<file path="src/shared/memwait_defs.vh">
`ifndef MEMWAIT_DEFS_VH
`define MEMWAIT_DEFS_VH

// ----------------------------------------------------------------------
// register byte addresses (one aligned 32-bit word each)
// ----------------------------------------------------------------------
`define REG_FLASH_WAIT      8'h00
`define REG_SRAM_WAIT       8'h04
`define REG_SERIAL_CTRL     8'h08
`define REG_FAST_SERIAL     8'h0C
`define REG_ANTENNA_CTRL    8'h10
`define REG_USER_PIN        8'h14

// ----------------------------------------------------------------------
// field positions
// ----------------------------------------------------------------------
`define FLASH_WAIT_LSB      0
`define SRAM_WAIT_LSB       4
`define SER_MODE_LSB        0
`define SER_POLARITY_BIT    2
`define SER_MAN_CLK_BIT     3
`define SER_MAN_DATA_BIT    4
`define SER_BUSY_BIT        7
`define ANT_OVERRIDE_BIT    3
`define ANT_DRIVE_BIT       4
`define USER_ANT_BIT        1

// serial link modes held in the mode field
`define SER_MODE_FAST       2'h0
`define SER_MODE_SLOW       2'h1
`define SER_MODE_MANUAL     2'h2

// ----------------------------------------------------------------------
// reset values
// ----------------------------------------------------------------------
`define RST_FLASH_WAIT      8'h03
`define RST_SRAM_WAIT       8'h30
`define RST_SERIAL_CTRL     8'h00
`define RST_FAST_SERIAL     8'h00
`define RST_ANTENNA_CTRL    8'h00
`define RST_USER_PIN        8'h02

// ----------------------------------------------------------------------
// timing
// ----------------------------------------------------------------------
`define CLK_PERIOD_NS       25
`define WAIT_STATE_NS       50
`define BASE_ACCESS_NS      50
`define WAIT_STATE_CYC      ((`WAIT_STATE_NS + `CLK_PERIOD_NS - 1) / `CLK_PERIOD_NS)
`define BASE_ACCESS_CYC     ((`BASE_ACCESS_NS + `CLK_PERIOD_NS - 1) / `CLK_PERIOD_NS)
`define FAST_HALF_CYC       1
`define SLOW_HALF_CYC       4

`endif

</file>
<file path="src/hdl/mac_memwait_serial_antenna_cfg.v">
`timescale 1ns/1ps
`default_nettype none

`include "memwait_defs.vh"

// How it works
// RULE1: flash wait code 11/10/01/00 gives 3/2/1/0 wait states; reset 11.
// RULE2: sram wait code in bits 5:4, same encoding, reset 11.
// RULE3: every wait state stretches the memory access by two input clocks.
// RULE4: polarity 0 gives positive serial clock pulse, 1 gives negative.
// RULE5: software sets polarity 1 before talking to the baseband chip.
// RULE6: software clears polarity 0 before synthesizer transfers, per routine.
// RULE7: software programs the serial control register to 40h.
// RULE8: bytes written to the fast serial register shift out on data/clock.
// RULE9: two slower serial modes exist, chosen by serial control bits.
// RULE10: override 0 lets the antenna state machine drive both select pins.
// RULE11: override 1 disables internal antenna selection logic.
// RULE12: override 1 drives pins from antenna drive bit and user pin bit.
// RULE13: software keeps override at 1 in this application.
// RULE14: user pin bit 1 sets the antenna select pin, initially 1.
// RULE15: flash and sram regions each use their own wait count.
// RULE16: a write starts eight bits msb first, one clock pulse per bit.
module mac_memwait_serial_antenna_cfg (
    input  wire        clk,
    input  wire        rst_n,
    input  wire        psel,
    input  wire        penable,
    input  wire        pwrite,
    input  wire [7:0]  paddr,
    input  wire [31:0] pwdata,
    output wire [31:0] prdata,
    output wire        pready,
    output wire        pslverr,
    input  wire        memStart,
    input  wire        memIsFlash,
    input  wire        memWrite,
    output wire        memBusy,
    output reg         memDone,
    output reg         flashCe_n,
    output reg         sramCe_n,
    output reg         memOe_n,
    output reg         memWe_n,
    output wire        serialClockOut,
    output wire        serialDataOut,
    input  wire        antennaSwapReq,
    output reg         antennaSelectOut,
    output reg         antennaSelectOutB
);

    // ------------------------------------------------------------------
    // local state codes
    // ------------------------------------------------------------------
    localparam [1:0] MEM_IDLE   = 2'b00;
    localparam [1:0] MEM_ACCESS = 2'b01;
    localparam [1:0] MEM_DONE   = 2'b10;
    localparam       ANT_A      = 1'b0;
    localparam       ANT_B      = 1'b1;
    localparam [31:0] BASE_CYC  = `BASE_ACCESS_CYC;
    localparam [31:0] WAIT_CYC  = `WAIT_STATE_CYC;

    // ------------------------------------------------------------------
    // registers and internal signals
    // ------------------------------------------------------------------
    reg  [7:0]  flashWaitConfig_r;
    reg  [7:0]  sramWaitConfig_r;
    reg  [7:0]  serialPortControl_r;
    reg  [7:0]  fastSerialData_r;
    reg  [7:0]  antennaPinControl_r;
    reg  [7:0]  userPinControl_r;
    reg  [31:0] prdata_r;
    reg  [1:0]  memState_r;
    reg  [1:0]  memState_nxt;
    reg  [3:0]  memCnt_r;
    reg  [3:0]  memCnt_nxt;
    reg         memFlash_r;
    reg         memWr_r;
    reg         antState_r;
    reg         rdHit;
    reg  [7:0]  rdByte;
    wire        apbWrite;
    wire        shifterBusy;
    wire        shifterClk;
    wire        shifterData;
    wire        serialStart;
    wire [1:0]  serialMode;
    wire [1:0]  flashWaitCount;
    wire [1:0]  sramWaitCount;
    wire        serialClockPolarity;
    wire        antennaPinOverride;
    wire        antennaSelectDriveValue;
    wire        antennaSelectUserValue;

    // ------------------------------------------------------------------
    // field extraction
    // ------------------------------------------------------------------
    assign flashWaitCount          = flashWaitConfig_r[`FLASH_WAIT_LSB +: 2];
    assign sramWaitCount           = sramWaitConfig_r[`SRAM_WAIT_LSB +: 2];
    assign serialMode              = serialPortControl_r[`SER_MODE_LSB +: 2];
    assign serialClockPolarity     = serialPortControl_r[`SER_POLARITY_BIT];
    assign antennaPinOverride      = antennaPinControl_r[`ANT_OVERRIDE_BIT];
    assign antennaSelectDriveValue = antennaPinControl_r[`ANT_DRIVE_BIT];
    assign antennaSelectUserValue  = userPinControl_r[`USER_ANT_BIT];

    // total access length: base plus two clocks per wait state
    function [3:0] accessCycles;
        input [1:0] waitCode;
        begin
            accessCycles = BASE_CYC[3:0] + {2'b00, waitCode} * WAIT_CYC[3:0]; // see RULE3
        end
    endfunction

    // ------------------------------------------------------------------
    // apb slave: zero-wait, read data captured in the setup cycle
    // ------------------------------------------------------------------
    assign apbWrite = psel && penable && pwrite && rdHit;
    assign pready   = 1'b1;
    assign pslverr  = psel && penable && !rdHit;   // unmapped address answers error
    assign prdata   = prdata_r;

    // address decode; the busy flag lets software poll before next byte
    always @* begin
        rdHit  = 1'b1;
        rdByte = 8'h00;
        if (paddr == `REG_FLASH_WAIT) begin
            rdByte = flashWaitConfig_r;
        end else if (paddr == `REG_SRAM_WAIT) begin
            rdByte = sramWaitConfig_r;
        end else if (paddr == `REG_SERIAL_CTRL) begin
            rdByte = {shifterBusy, serialPortControl_r[6:0]};
        end else if (paddr == `REG_FAST_SERIAL) begin
            rdByte = fastSerialData_r;
        end else if (paddr == `REG_ANTENNA_CTRL) begin
            rdByte = antennaPinControl_r;
        end else if (paddr == `REG_USER_PIN) begin
            rdByte = userPinControl_r;
        end else begin
            rdHit = 1'b0;
        end
    end

    // read data register, loaded in the setup phase
    always @(posedge clk or negedge rst_n) begin
        if (!rst_n) begin
            prdata_r <= 32'h00000000;
        end else if (psel && !penable && !pwrite) begin
            prdata_r <= {24'h000000, rdByte};
        end
    end

    // configuration registers, written at the access edge only
    always @(posedge clk or negedge rst_n) begin
        if (!rst_n) begin
            flashWaitConfig_r   <= `RST_FLASH_WAIT;     // see RULE1
            sramWaitConfig_r    <= `RST_SRAM_WAIT;      // see RULE2
            serialPortControl_r <= `RST_SERIAL_CTRL;
            fastSerialData_r    <= `RST_FAST_SERIAL;
            antennaPinControl_r <= `RST_ANTENNA_CTRL;
            userPinControl_r    <= `RST_USER_PIN;       // see RULE14
        end else if (apbWrite) begin
            if (paddr == `REG_FLASH_WAIT) begin
                flashWaitConfig_r <= pwdata[7:0];
            end else if (paddr == `REG_SRAM_WAIT) begin
                sramWaitConfig_r <= pwdata[7:0];
            end else if (paddr == `REG_SERIAL_CTRL) begin
                serialPortControl_r <= {1'b0, pwdata[6:0]}; // top bit is status
            end else if (paddr == `REG_FAST_SERIAL) begin
                fastSerialData_r <= pwdata[7:0];
            end else if (paddr == `REG_ANTENNA_CTRL) begin
                antennaPinControl_r <= pwdata[7:0];
            end else if (paddr == `REG_USER_PIN) begin
                userPinControl_r <= pwdata[7:0];
            end
        end
    end

    // ------------------------------------------------------------------
    // serial link
    // ------------------------------------------------------------------
    // a byte written in fast or slow mode starts a shift; writes while
    // busy only update the register, so software must poll busy first
    assign serialStart = apbWrite && (paddr == `REG_FAST_SERIAL)
                         && (serialMode != `SER_MODE_MANUAL);   // see RULE8

    serial_shifter shifter (
        .clk            (clk),
        .rst_n          (rst_n),
        .start          (serialStart),
        .txByte         (pwdata[7:0]),
        .polarity       (serialClockPolarity),
        .slowMode       (serialMode == `SER_MODE_SLOW),
        .busy           (shifterBusy),
        .serialClockOut (shifterClk),
        .serialDataOut  (shifterData)
    );

    // manual mode hands both pins to register bits (slowest method)
    assign serialClockOut = (serialMode == `SER_MODE_MANUAL)
                            ? serialPortControl_r[`SER_MAN_CLK_BIT] : shifterClk;  // see RULE9
    assign serialDataOut  = (serialMode == `SER_MODE_MANUAL)
                            ? serialPortControl_r[`SER_MAN_DATA_BIT] : shifterData; // see RULE9

    // ------------------------------------------------------------------
    // asynchronous memory strobe generator
    // ------------------------------------------------------------------
    assign memBusy = (memState_r != MEM_IDLE);

    // next-state logic; region picks its own wait count
    always @* begin
        memState_nxt = memState_r;
        memCnt_nxt   = memCnt_r;
        case (memState_r)
            MEM_IDLE: begin
                if (memStart) begin
                    memState_nxt = MEM_ACCESS;
                    memCnt_nxt   = memIsFlash ? accessCycles(flashWaitCount) - 4'h1
                                              : accessCycles(sramWaitCount) - 4'h1; // see RULE15
                end
            end
            MEM_ACCESS: begin
                if (memCnt_r == 4'h0) begin
                    memState_nxt = MEM_DONE;
                end else begin
                    memCnt_nxt = memCnt_r - 4'h1;
                end
            end
            MEM_DONE: begin
                memState_nxt = MEM_IDLE;
            end
            default: begin
                memState_nxt = MEM_IDLE;
            end
        endcase
    end

    // strobes are registered so the pins never glitch
    always @(posedge clk or negedge rst_n) begin
        if (!rst_n) begin
            memState_r <= MEM_IDLE;
            memCnt_r   <= 4'h0;
            memFlash_r <= 1'b0;
            memWr_r    <= 1'b0;
            memDone    <= 1'b0;
            flashCe_n  <= 1'b1;
            sramCe_n   <= 1'b1;
            memOe_n    <= 1'b1;
            memWe_n    <= 1'b1;
        end else begin
            memState_r <= memState_nxt;
            memCnt_r   <= memCnt_nxt;
            memDone    <= (memState_r == MEM_ACCESS) && (memCnt_r == 4'h0);
            if (memState_r == MEM_IDLE && memStart) begin
                memFlash_r <= memIsFlash;
                memWr_r    <= memWrite;
                flashCe_n  <= !memIsFlash;
                sramCe_n   <= memIsFlash;
                memOe_n    <= memWrite;
                memWe_n    <= !memWrite;
            end else if (memState_nxt != MEM_ACCESS) begin
                flashCe_n <= 1'b1;           // see RULE1
                sramCe_n  <= 1'b1;           // see RULE2
                memOe_n   <= 1'b1;
                memWe_n   <= 1'b1;
            end
        end
    end

    // ------------------------------------------------------------------
    // antenna selection
    // ------------------------------------------------------------------
    // internal state machine swaps antennas on request; it is frozen
    // while overridden so it cannot fight firmware-driven pins
    always @(posedge clk or negedge rst_n) begin
        if (!rst_n) begin
            antState_r <= ANT_A;
        end else if (!antennaPinOverride && antennaSwapReq) begin   // see RULE11
            case (antState_r)
                ANT_A:   antState_r <= ANT_B;
                default: antState_r <= ANT_A;
            endcase
        end
    end

    // pin drivers, registered
    always @(posedge clk or negedge rst_n) begin
        if (!rst_n) begin
            antennaSelectOut  <= 1'b0;
            antennaSelectOutB <= 1'b1;
        end else if (antennaPinOverride) begin
            antennaSelectOut  <= antennaSelectDriveValue;   // see RULE12
            antennaSelectOutB <= antennaSelectUserValue;    // see RULE12 RULE14
        end else begin
            antennaSelectOut  <= (antState_r == ANT_B);     // see RULE10
            antennaSelectOutB <= (antState_r == ANT_A);     // see RULE10
        end
    end

endmodule // mac_memwait_serial_antenna_cfg

`default_nettype wire

</file>
<file path="src/hdl/serial_shifter.v">
`timescale 1ns/1ps
`default_nettype none

`include "memwait_defs.vh"

module serial_shifter (
    input  wire       clk,
    input  wire       rst_n,
    input  wire       start,
    input  wire [7:0] txByte,
    input  wire       polarity,
    input  wire       slowMode,
    output wire       busy,
    output reg        serialClockOut,
    output wire       serialDataOut
);

    reg [7:0] shift_r;
    reg [2:0] bitCnt_r;
    reg [2:0] divCnt_r;
    reg       phase_r;
    reg       busy_r;
    wire [2:0] halfLen;

    // half-period reload values, cut to the counter width on purpose
    localparam [31:0] FAST_HALF_M1 = `FAST_HALF_CYC - 1;
    localparam [31:0] SLOW_HALF_M1 = `SLOW_HALF_CYC - 1;

    // ------------------------------------------------------------------
    // half-period length, chosen per transfer mode
    // ------------------------------------------------------------------
    assign halfLen = slowMode ? SLOW_HALF_M1[2:0] : FAST_HALF_M1[2:0];
    assign busy          = busy_r;
    assign serialDataOut = shift_r[7];

    // msb first, one pulse per bit; data settles during the idle half
    always @(posedge clk or negedge rst_n) begin
        if (!rst_n) begin
            shift_r        <= 8'h00;
            bitCnt_r       <= 3'h0;
            divCnt_r       <= 3'h0;
            phase_r        <= 1'b0;
            busy_r         <= 1'b0;
            serialClockOut <= 1'b0;
        end else if (!busy_r) begin
            serialClockOut <= polarity;               // idle level, see RULE4
            if (start) begin                          // see RULE16
                shift_r  <= txByte;
                bitCnt_r <= 3'h7;
                divCnt_r <= halfLen;
                phase_r  <= 1'b0;
                busy_r   <= 1'b1;
            end
        end else if (divCnt_r != 3'h0) begin
            divCnt_r <= divCnt_r - 3'h1;
        end else begin
            divCnt_r <= halfLen;
            if (!phase_r) begin
                serialClockOut <= ~polarity;          // active edge, see RULE4
                phase_r        <= 1'b1;
            end else begin
                serialClockOut <= polarity;
                phase_r        <= 1'b0;
                shift_r        <= {shift_r[6:0], 1'b0};
                if (bitCnt_r == 3'h0) begin
                    busy_r <= 1'b0;
                end else begin
                    bitCnt_r <= bitCnt_r - 3'h1;
                end
            end
        end
    end

endmodule // serial_shifter

`default_nettype wire

</file>
<file path="config.mk">
export PLATFORM = sky130hd
export DESIGN_NAME = mac_memwait_serial_antenna_cfg
export DESIGN_NICKNAME = d
export VERILOG_FILES = /design/src/hdl/mac_memwait_serial_antenna_cfg.v /design/src/hdl/serial_shifter.v
export VERILOG_INCLUDE_DIRS = /design/src /design/src/shared
export SDC_FILE = /design/constraint.sdc
export NUM_CORES = 1
export LEC_CHECK = 0
export BUFFER_PORTS_ARGS = -buffer_cell sky130_fd_sc_hd__buf_2
export CAP_MARGIN = 25
export CORE_ASPECT_RATIO = 0.8
export CORE_MARGIN = 8
export CORE_UTILIZATION = 50
export DETAILED_ROUTE_END_ITERATION = 12
export HOLD_SLACK_MARGIN = 0.1
export PLACE_DENSITY = 0.77
export SYNTH_ARGS = -nofsm -noshare
export SYNTH_HDL_FRONTEND = slang
export SYNTH_SLANG_ARGS = --single-unit
</file>
<file path="constraint.sdc">
create_clock -name clk -period 2.9 [get_ports clk]
set_input_delay 0 -clock clk [delete_from_list [all_inputs] [get_ports clk]]
set_output_delay 0 -clock clk [all_outputs]
set_load 0.05 [all_outputs]
</file>
==> results.md, run 1 <==
Timing:
- The actual transition at the worst max-transition pin is 0.700 ns.
- The final number of setup-violating endpoints is 0.
- The normalized max-slew margin is 0.534.
- Setup repair after global routing left no endpoint under its margin.
- The number of max-slew violations in the final report was 0.
- On the final layout, the worst clock skew is 0.0104 ns.
- Derived from the worst setup path, the maximum achievable clock frequency is 529 MHz.
- Dividing the final minimum period by the clock period gives 0.651.
- The final critical-path required period is 1.89 ns.
- The final number of hold-violating endpoints is 0.
- For the final routed database, the setup TNS stands at 0 ns.
- Hold is met by 0.126 ns.

Pwr:
- In this run the power density over the cells is 632 mW/mm2.
- The leakage power is 2.44 nW.
- VDD sags by at most 0.384 mV.

Route:
- The count of unresolved DRC violations after routing is 0.
- The amount of wire on met2 after detailed routing is 4.91 mm.
- In the routed layout, each cell is associated on average with a via count of 5.45.
- The first detailed-routing pass ran for 4 iterations.
- The highest layer touched by signal routing is met4.
- The detailed-route via count is 3370.
- The detailed route wirelength on metal3 is 782 um.
- The wire length the detailed router placed on met1 is 4.50 mm.
- The routed wire length is 10.3 mm.
- The first routing iteration left 199 violations.
- The detailed-route wire length per cell is 16.7 um.
- Once detail routing completed, the nets flagged for antenna violations numbered 0.

Clocking:
- The clock latency on the worst-skew pair is 0.36 ns.
- The clock input transition at the sequential cells of the worst setup and hold paths is 0.09 ns.
- No sink is reached through more buffers than the 2 on the longest clock path.
- The root buffer cell chosen for the clock tree is clkbuf_8.
- Buffers inserted during clock tree synthesis total 9.
- Buffers added to address setup during post-CTS repair amount to 0.
- The tree built by TritonCTS fans out to 86 sinks.
- The clock tree from TritonCTS is yes.
- The clock tree synthesis step divided the H-tree into 3 levels.
- The number of gates resized after cts is 0.

Layout:
- Measured on the finished design, the core utilization comes to 0.570.
- 0 antenna diodes ended up in the layout.
- The area growth from synthesis to layout is 13.2%.
- In the final layout, the share of cells above drive strength 1 is 0.252.
- The final net count is 552.

Global routing:
- The aggregate global routing overflow is 0.
- The first global-routing pass estimated 17.0 mm of wire.
- The number of global-route vias before repair is 3476.
- Entering global routing, the biggest net connects 87 pins.
- The overall fraction of global-route tracks in use is 0.176.
- The initial antenna violation count is 0.

Yosys:
- Ranked by total cell area, the synthesized netlist is headed by dfrtp_1, mux2_2, dfstp_2.
- Of the synthesized area, sequential elements account for 0.484.
- The gate count after technology mapping is 443.
- Summing every instance area after synthesis gives 0.00447 mm2.
- Counting flops with a built-in enable in the synthesized netlist gives 0.
- Of the post-synthesis cell area, the dominant cell type holds 0.425.
- The dominant register cell in the synthesized netlist is dfrtp_1.
- The async set or reset register ratio after synthesis is 1.00.
- The count of cell types in the netlist is 55.
- The synthesis warning total is 0.
- The average instance in the mapped netlist occupies 10.1 um2.
- The most instantiated library cell after synthesis is dfrtp_1.
- The leading area contributor after synthesis is dfrtp_1.
- In the synthesized netlist, the cells that appear most often are dfrtp_1, nand2_1, mux2_2, o21ai_0, nor2_1.
- The register bit count reported by yosys is 86.

Worst setup path:
- For the worst setup path, the data arrival time is 2.14 ns.
- The kind of launch point of the worst setup path is a flop.
- The worst setup path is captured at a flop.
- The cell that appears most often on the critical path is o21ai_0.
- The critical path in this run is classified as reg2reg.
- Along the worst path, the maximum fanout reaches 8.
- For this run, the slowest stage of the critical path takes 0.41 ns.
- The number of cells on the worst reg-to-reg path is 6.
- The cell with the biggest individual delay on the critical path is dfrtp_1.
- The endpoint required time on the critical path is 3.16 ns.
- The critical path goes through inv_1, ha_1, nand2b_1, o21ai_0, nand2_1, o21ai_0.
- In this run the register-to-register setup slack is 1.01 ns.

Floorplan:
- For this configuration, the core starts out at a cell density of 0.504.
- Measured along the x axis, the die boundary spans 122 um.
- In this run the vertical extent of the chip is 101 um.
- The number of placement rows is 31.
- The core region is 0.00888 mm2.
- The floorplan step defined a die boundary enclosing 0.0123 mm2.
- The top-level port count is 93.

Outcome:
- The flow ran to the end, and the final reports show no timing, DRC or antenna violations.

Placement:
- The placer's final routability congestion estimate is 0.839.
- The number of buffers inserted by port buffering is 43.
- Detailed placement ended at an HPWL of 7.18 mm.

Run:
- Max-cap violations in this run came to 0.

Hold path:
- The class of the worst hold path is in2reg.
- The count of cells along the worst hold path is 4.
==> per-layer routing <==
| layer | global-route usage | vias up |
|---|---|---|
| li1 | - | 1611 |
| met1 | 0.219 | 1643 |
| met2 | 0.281 | 104 |
| met3 | 0.0627 | 12 |
| met4 | 0.0530 | 0 |
| met5 | 0 | - |
==> cell type report <==
type | count | area [um2]
multi-input combinational | 322 | 2070
clock buffer | 12 | 155
fill | 771 | 3820
clock inverter | 4 | 30.0
sequential | 86 | 2160
inverter | 14 | 52.6
tap | 115 | 144
timing repair buffer | 65 | 445
==> kinds of logic after synthesis <==
logic type                 count (synthesis)  share of synthesized area
DFF                                       86                      0.484
other                                      2                    0.00168
muxes                                     53                      0.130
adders and majority gates                  5                     0.0140
buffers and inverters                     58                     0.0719
xor gates and xnor gates                   2                    0.00392
and+or+nand+nor                          154                      0.172
AOI/OAI and AO/OA                         83                      0.122
==> cells in the final DEF, fill, tap and decap left out, drive strengths merged, types with 2 or more instances in the layout <==
master       netlist  routed
dfrtp             76      76
nand2             61      61
buf               33      48
mux2              41      41
o21ai             35      35
nor2              30      30
conb               2      25
dlygate4sd3        0      17
inv               13      14
a21oi             13      13
nor3              12      12
mux2i             12      12
clkbuf            11      12
dfstp             10      10
nor2b              9       9
nand3              9       9
nand2b             6       6
o221a              6       6
o22ai              5       5
a221oi             5       5
ha                 5       5
or3                4       4
a22o               4       4
nand3b             4       4
and3b              3       3
o31ai              3       3
clkinv             1       3
nor4               3       3
and2               2       2
and3               2       2
nand4              2       2
o21a               2       2
nor3b              2       2
a311o              2       2
o22a               2       2
xnor2              2       2
or2                2       2
==> stage by stage <==
stage          setup slack, ns  total power [mW]  instance area [um2]  cells
6_report                  1.01              3.20                 5070    618
5_1_grt                  0.791              3.39                 5070    618
4_1_cts                   1.09              3.20                 5030    616
3_5_place_dp             0.769              2.39                 4680    584
3_3_place_gp             0.815              2.35                 4680    584
2_1_floorplan             1.13              2.19                 4560    466
==> worst max-delay path, delay by kind of cell, from the launching register on <==
kind,cells,cell delay [ns]
simple gates,2,0.42
buf+inv,1,0.08
flops,1,0.41
fa+ha+maj,1,0.16
compound gates,2,0.72
==> sequential cells by signal (all words and copies together), names as in the netlist, 2 cells and up <==
name / cells
serialPortControl_r: 7
memState_r: 2
fastSerialData_r: 8
shifter.divCnt_r: 3
antennaPinControl_r: 8
userPinControl_r: 8
shifter.shift_r: 8
prdata: 8
flashWaitConfig_r: 8
shifter.bitCnt_r: 3
memCnt_r: 4
sramWaitConfig_r: 8
==> power breakdown <==
group	internal, mW	leakage (nW)	total, mW	switching [mW]
sequential	1.36	1.12	1.47	0.101
clock	0.362	0.0930	0.789	0.427
combinational	0.286	1.23	0.945	0.659
total	2.01	2.44	3.20	1.19
==> what timing repair did <==
| item | 4_1_cts | 5_1_grt |
|---|---|---|
| hold endpoints to repair | 143 | 19 |
| setup endpoints to repair | 0 | 0 |
| hold buffers | 16 | 1 |
==> final timing paths <==
check | from | end
min reg2reg | fastSerialData_r[4]$_DFFE_PN0P_ | fastSerialData_r[4]$_DFFE_PN0P_
min | psel | prdata[3]$_DFFE_PN0P_
max in group asynchronous | rst_n | sramCe_n$_DFFE_PN1P_
min in group asynchronous | rst_n | memState_r[1]$_DFF_PN0_
max reg2reg | memCnt_r[1]$_DFFE_PN0P_ | memCnt_r[1]$_DFFE_PN0P_
max | memCnt_r[1]$_DFFE_PN0P_ | memCnt_r[1]$_DFFE_PN0P_
No activity file was read; power rests on OpenSTA's default activity.
==> run 2, diff against run 1 <==
--- a/config.mk
+++ b/config.mk
@@ -6,6 +6,7 @@
 export SDC_FILE = /design/constraint.sdc
 export NUM_CORES = 1
 export LEC_CHECK = 0
+export ABC_AREA = 1
 export BUFFER_PORTS_ARGS = -buffer_cell sky130_fd_sc_hd__buf_2
 export CAP_MARGIN = 25
 export CORE_ASPECT_RATIO = 0.8
@@ -13,7 +14,7 @@
 export CORE_UTILIZATION = 50
 export DETAILED_ROUTE_END_ITERATION = 12
 export HOLD_SLACK_MARGIN = 0.1
-export PLACE_DENSITY = 0.77
+export PLACE_DENSITY = 0.8
 export SYNTH_ARGS = -nofsm -noshare
 export SYNTH_HDL_FRONTEND = slang
 export SYNTH_SLANG_ARGS = --single-unit
==> constraint.sdc (replaced) <==
create_clock -name clk -period 1.6 [get_ports clk]
set_input_delay 0 -clock clk [delete_from_list [all_inputs] [get_ports clk]]
set_output_delay 0 -clock clk [all_outputs]
set_load 0.05 [all_outputs]
==> results.md, run 2 <==
Route:
- The detailed-router iteration count before antenna repair is 4 (unchanged).
- The number of vias per cell is 4.99 (-8.4%).
- The detailed-route wire length per cell was 13.8 um (-18%).
- The routed wire length is 9.62 mm (-6.9%).
- The count of antenna-violating nets left after detailed routing is 0 (unchanged).
- The count of unresolved DRC violations after routing was 0 (unchanged).
- The detailed-route via count is 3490 (+3.6%).
- The DRC marker count from the first detailed-route iteration is 239 (+20%).

Hold path:
- The class of the worst hold path is in2reg.
- For hold timing, the worst endpoint is fastSerialData_r[1]$_DFFE_PN0P_.
- The count of cells along the worst hold path was 3 (-1).
- In this run the most critical hold path is launched from pwdata[1].

Floorplan:
- The top-level port count is 93 (unchanged).
- The die outline area is 0.0122 mm2 (-0.60%).
- The number of placement rows was 30 (-3.2%).
- The initial standard-cell utilization of the core was 0.519 (+0.0154).
- The die width is 121 um (-0.30%).
- The height of the die is 100 um (-0.29%).
- The core area is 0.00856 mm2 (-3.6%).

Yosys:
- The register bit count reported by yosys is 86 (unchanged).
- The commonest cells after synthesis are nand2_1, dfrtp_1, inv_1, o21ai_2, o21ai_0.
- The mux share of post-synthesis cell area came to 0.00225 (-0.128).
- The average cell area after synthesis came to 8.69 um2 (-14%).
- The synthesis warning total is 0 (unchanged).
- The portion of synthesized cell area occupied by the leading cell type is 0.428 (+0.00299).
- The leading area contributor after synthesis is dfrtp_1.
- For this run, the leading register cell type out of synthesis is dfrtp_1.
- Among all cell types in the netlist, the one instantiated most often is nand2_1.
- The async set or reset register ratio after synthesis was 1.00 (unchanged).
- The fraction of the mapped netlist area in compound gates was 0.135 (+0.0127).
- The post-synthesis share of cell area spent on full adders, half adders and majority gates came to 0.0141 (+0.0000984).
- The combinational family with the most area after synthesis is simple AND/OR/NAND/NOR gates.
- The sequential share of the synthesized area is 0.487 (+0.00341).
- The count of cell types in the netlist is 32 (-42%).
- In the post-synthesis netlist, the biggest area contributors are dfrtp_1, nand2_1, o21ai_2.
- The xor/xnor cell area share of the yosys netlist is 0.00591 (+0.00200).
- The count of flip-flops with a built-in enable after synthesis is 0 (unchanged).
- The simple-gate share of the synthesized area is 0.250 (+0.0778).
- The gate count after technology mapping is 511 (+15%).
- The total standard cell area after synthesis is 0.00444 mm2 (-0.70%).

Clocking:
- The maximum number of buffers from clock root to sink came to 2 (unchanged).
- The clock input transition at the sequential cells of the worst setup and hold paths is 0.09 ns (about the same).
- The total number of clock tree sinks was 86 (unchanged).
- The number of buffers inserted by post-CTS setup repair is 0 (unchanged).
- The number of H-tree levels is 3 (unchanged).
- The total CTS buffers is 9 (unchanged).
- In this run the clock root is driven by a clkbuf_8.
- TritonCTS built the clock tree.
- The clock latency on the worst-skew pair came to 0.36 ns (about the same).

Pwr:
- The highest ir drop seen on vdd is 0.709 mV (+85%).
- The power density over cell area is 1070 mW/mm2 (+70%).
- The leakage power is 2.63 nW (+7.6%).

Placement:
- The placer's final routability congestion estimate is 0.828 (-1.4%).
- The cell area after placement was 0.00470 mm2 (+0.45%).
- The final HPWL from detailed placement came to 7.08 mm (-1.4%).
- The number of instances in the placed design is 667 (+14%).
- The number of buffers inserted by port buffering is 43 (unchanged).

Worst setup path:
- The critical path arrival is 1.73 ns (-0.41 ns).
- The worst setup path is captured at a flop.
- The endpoint required time on the critical path came to 1.85 ns (-1.31 ns).
- The kind of launch point of the worst setup path is a flop.
- The biggest fanout along the worst timing path is 6 (-2).
- The category of the critical setup timing path is reg2reg.
- The internal reg-to-reg setup slack is 0.13 ns (-0.88 ns).
- The number of cells on the worst reg-to-reg path is 10 (+4).
- The endpoint of the worst-slack reg-to-reg timing path is shifter.phase_r$_DFFE_PN0P_.
- The worst flop-to-flop path startpoint is serialPortControl_r[0]$_DFFE_PN0P_.

Layout:
- The diode insertion count for antenna repair is 0 (unchanged).
- The final core area utilization is 0.595 (+0.0245).
- The area growth from synthesis to layout is 14.6%.
- The share of final-layout standard cells stronger than drive strength 1 is 0.254 (+0.00135).
- The final cell area excluding filler cells is 0.00509 mm2 (+0.49%).
- The library cells used most frequently in the layout, excluding fill and tap cells, are nand2_1, dfrtp_1, buf_2, inv_1, o21ai_2.
- The final net count was 636 (+15%).
- The most common cell after layout, fill and taps aside is nand2_1.
- The number of non-filler instances in the completed layout was 699 (+13%).

Timing:
- The actual transition at the worst max-transition pin is 0.500 ns (-0.199 ns).
- The normalized max-slew margin came to 0.666 (+0.132).
- The final number of hold-violating endpoints is 0 (unchanged).
- The achievable clock frequency is 679 MHz (+28%).
- The ratio of final minimum period to clock period is 0.920 (+0.269).
- The clock skew after layout was 0.00901 ns (-0.00141 ns).
- The final number of setup-violating endpoints is 0 (unchanged).
- The number of max-slew violations in the final report is 0 (unchanged).
- The final critical-path required period is 1.47 ns (-0.417 ns).

Outcome:
- The run finished with clean final reports.

Run:
- The count of max-cap constraint violations was 0 (unchanged).

Global routing:
- The overall fraction of global-route tracks in use was 0.166 (-0.0103).
- The number of global-route vias before repair is 3375 (-2.9%).
- The aggregate global routing overflow is 0 (unchanged).
- The global-route wire length before repair is 16.4 mm (-3.6%).
- The pin count of the biggest net entering global routing is 36 (-59%).
- The initial antenna violation count was 0 (unchanged).
## run 2: changes by cell type after synthesis, moves of 9 or more
cell / before / now
mux2i_1: 12 / 1
nand2_1: 61 / 159
inv_1: 13 / 41
buf_6: 0 / 9
nand2_2: 0 / 14
nor2b_1: 9 / 0
clkbuf_1: 11 / 1
o21ai_2: 0 / 31
mux2_2: 39 / 0
o21ai_1: 0 / 25
## run 2: logic make-up after synthesis
group / Yosys count
buf+inv: 79
compound gates: 96
xor+xnor: 3
flops: 86
mux: 1
other cells: 2
simple gates: 239
fa+ha+maj: 5
## run 2: worst max path at each step
stage	startpoint	to	cells past startpoint
final	serialPortControl_r[0]$_DFFE_PN0P_	shifter.phase_r$_DFFE_PN0P_	10
after global routing	serialPortControl_r[0]$_DFFE_PN0P_	shifter.phase_r$_DFFE_PN0P_	10
after CTS	serialPortControl_r[0]$_DFFE_PN0P_	serialClockOut	6
after detailed placement	paddr[7]	shifter.phase_r$_DFFE_PN0P_	12
after global placement	paddr[7]	shifter.phase_r$_DFFE_PN0P_	12
after floorplan	shifter.divCnt_r[0]$_DFFE_PN0P_	shifter.shift_r[4]$_DFFE_PN0P_	8
## run 2: per-stage QoR
stage / hold WS (ns) / TNS (ns) / setup WS (ns) / total power [mW]
after floorplan: -0.296 / 0 / 0.141 / 3.51
after global placement: -0.0221 / 0 / 0.0684 / 3.76
after detailed placement: -0.0167 / -0.0432 / -0.0166 / 3.80
after CTS: 0.104 / 0 / 0.0944 / 5.51
after global routing: 0.107 / -0.000568 / -0.000568 / 5.76
final: 0.0977 / 0 / 0.128 / 5.46
## run 2: report_power, final
group | total (mW) | leakage, nW | switching (mW) | internal, mW
Sequential | 2.45 | 1.15 | 0.0677 | 2.38
Combinational | 1.32 | 1.37 | 0.987 | 0.336
Clock | 1.69 | 0.106 | 0.806 | 0.884
Total | 5.46 | 2.63 | 1.86 | 3.60
## run 2: area by class of cell
class,count,area (um2)
flip-flops and latches,86,2160
well taps,112,140
repair buffers,72,488
inverters,44,168
fillers,742,3470
clock inverters,7,97.6
clock buffers,9,124
multi-input cells,369,1910
## run 2: layer usage
metal  routed length [um]  track usage  up-vias
met2                 4550        0.260       93
met1                 4250        0.219     1644
met3                  634       0.0376       18
met5                    0            0        -
met4                  182       0.0605        0
li1                     -            -     1735
## run 2: what timing repair did
item                       4_1_cts  5_1_grt
gates resized for setup          0        1
hold endpoints to repair       134        0
hold buffers                    16        0
setup endpoints to repair        0        6
## run 2: worst max-delay path: stages, from the launching register on
cell and delay [ns]:
dfrtp_1 0.39, inv_1 0.06, nand2_1 0.07, inv_1 0.08, nor2_1 0.14, nand3_2 0.15, nand2_4 0.14, buf_4 0.14
nand2_1 0.07, nand2_1 0.07, o21ai_1 0.06
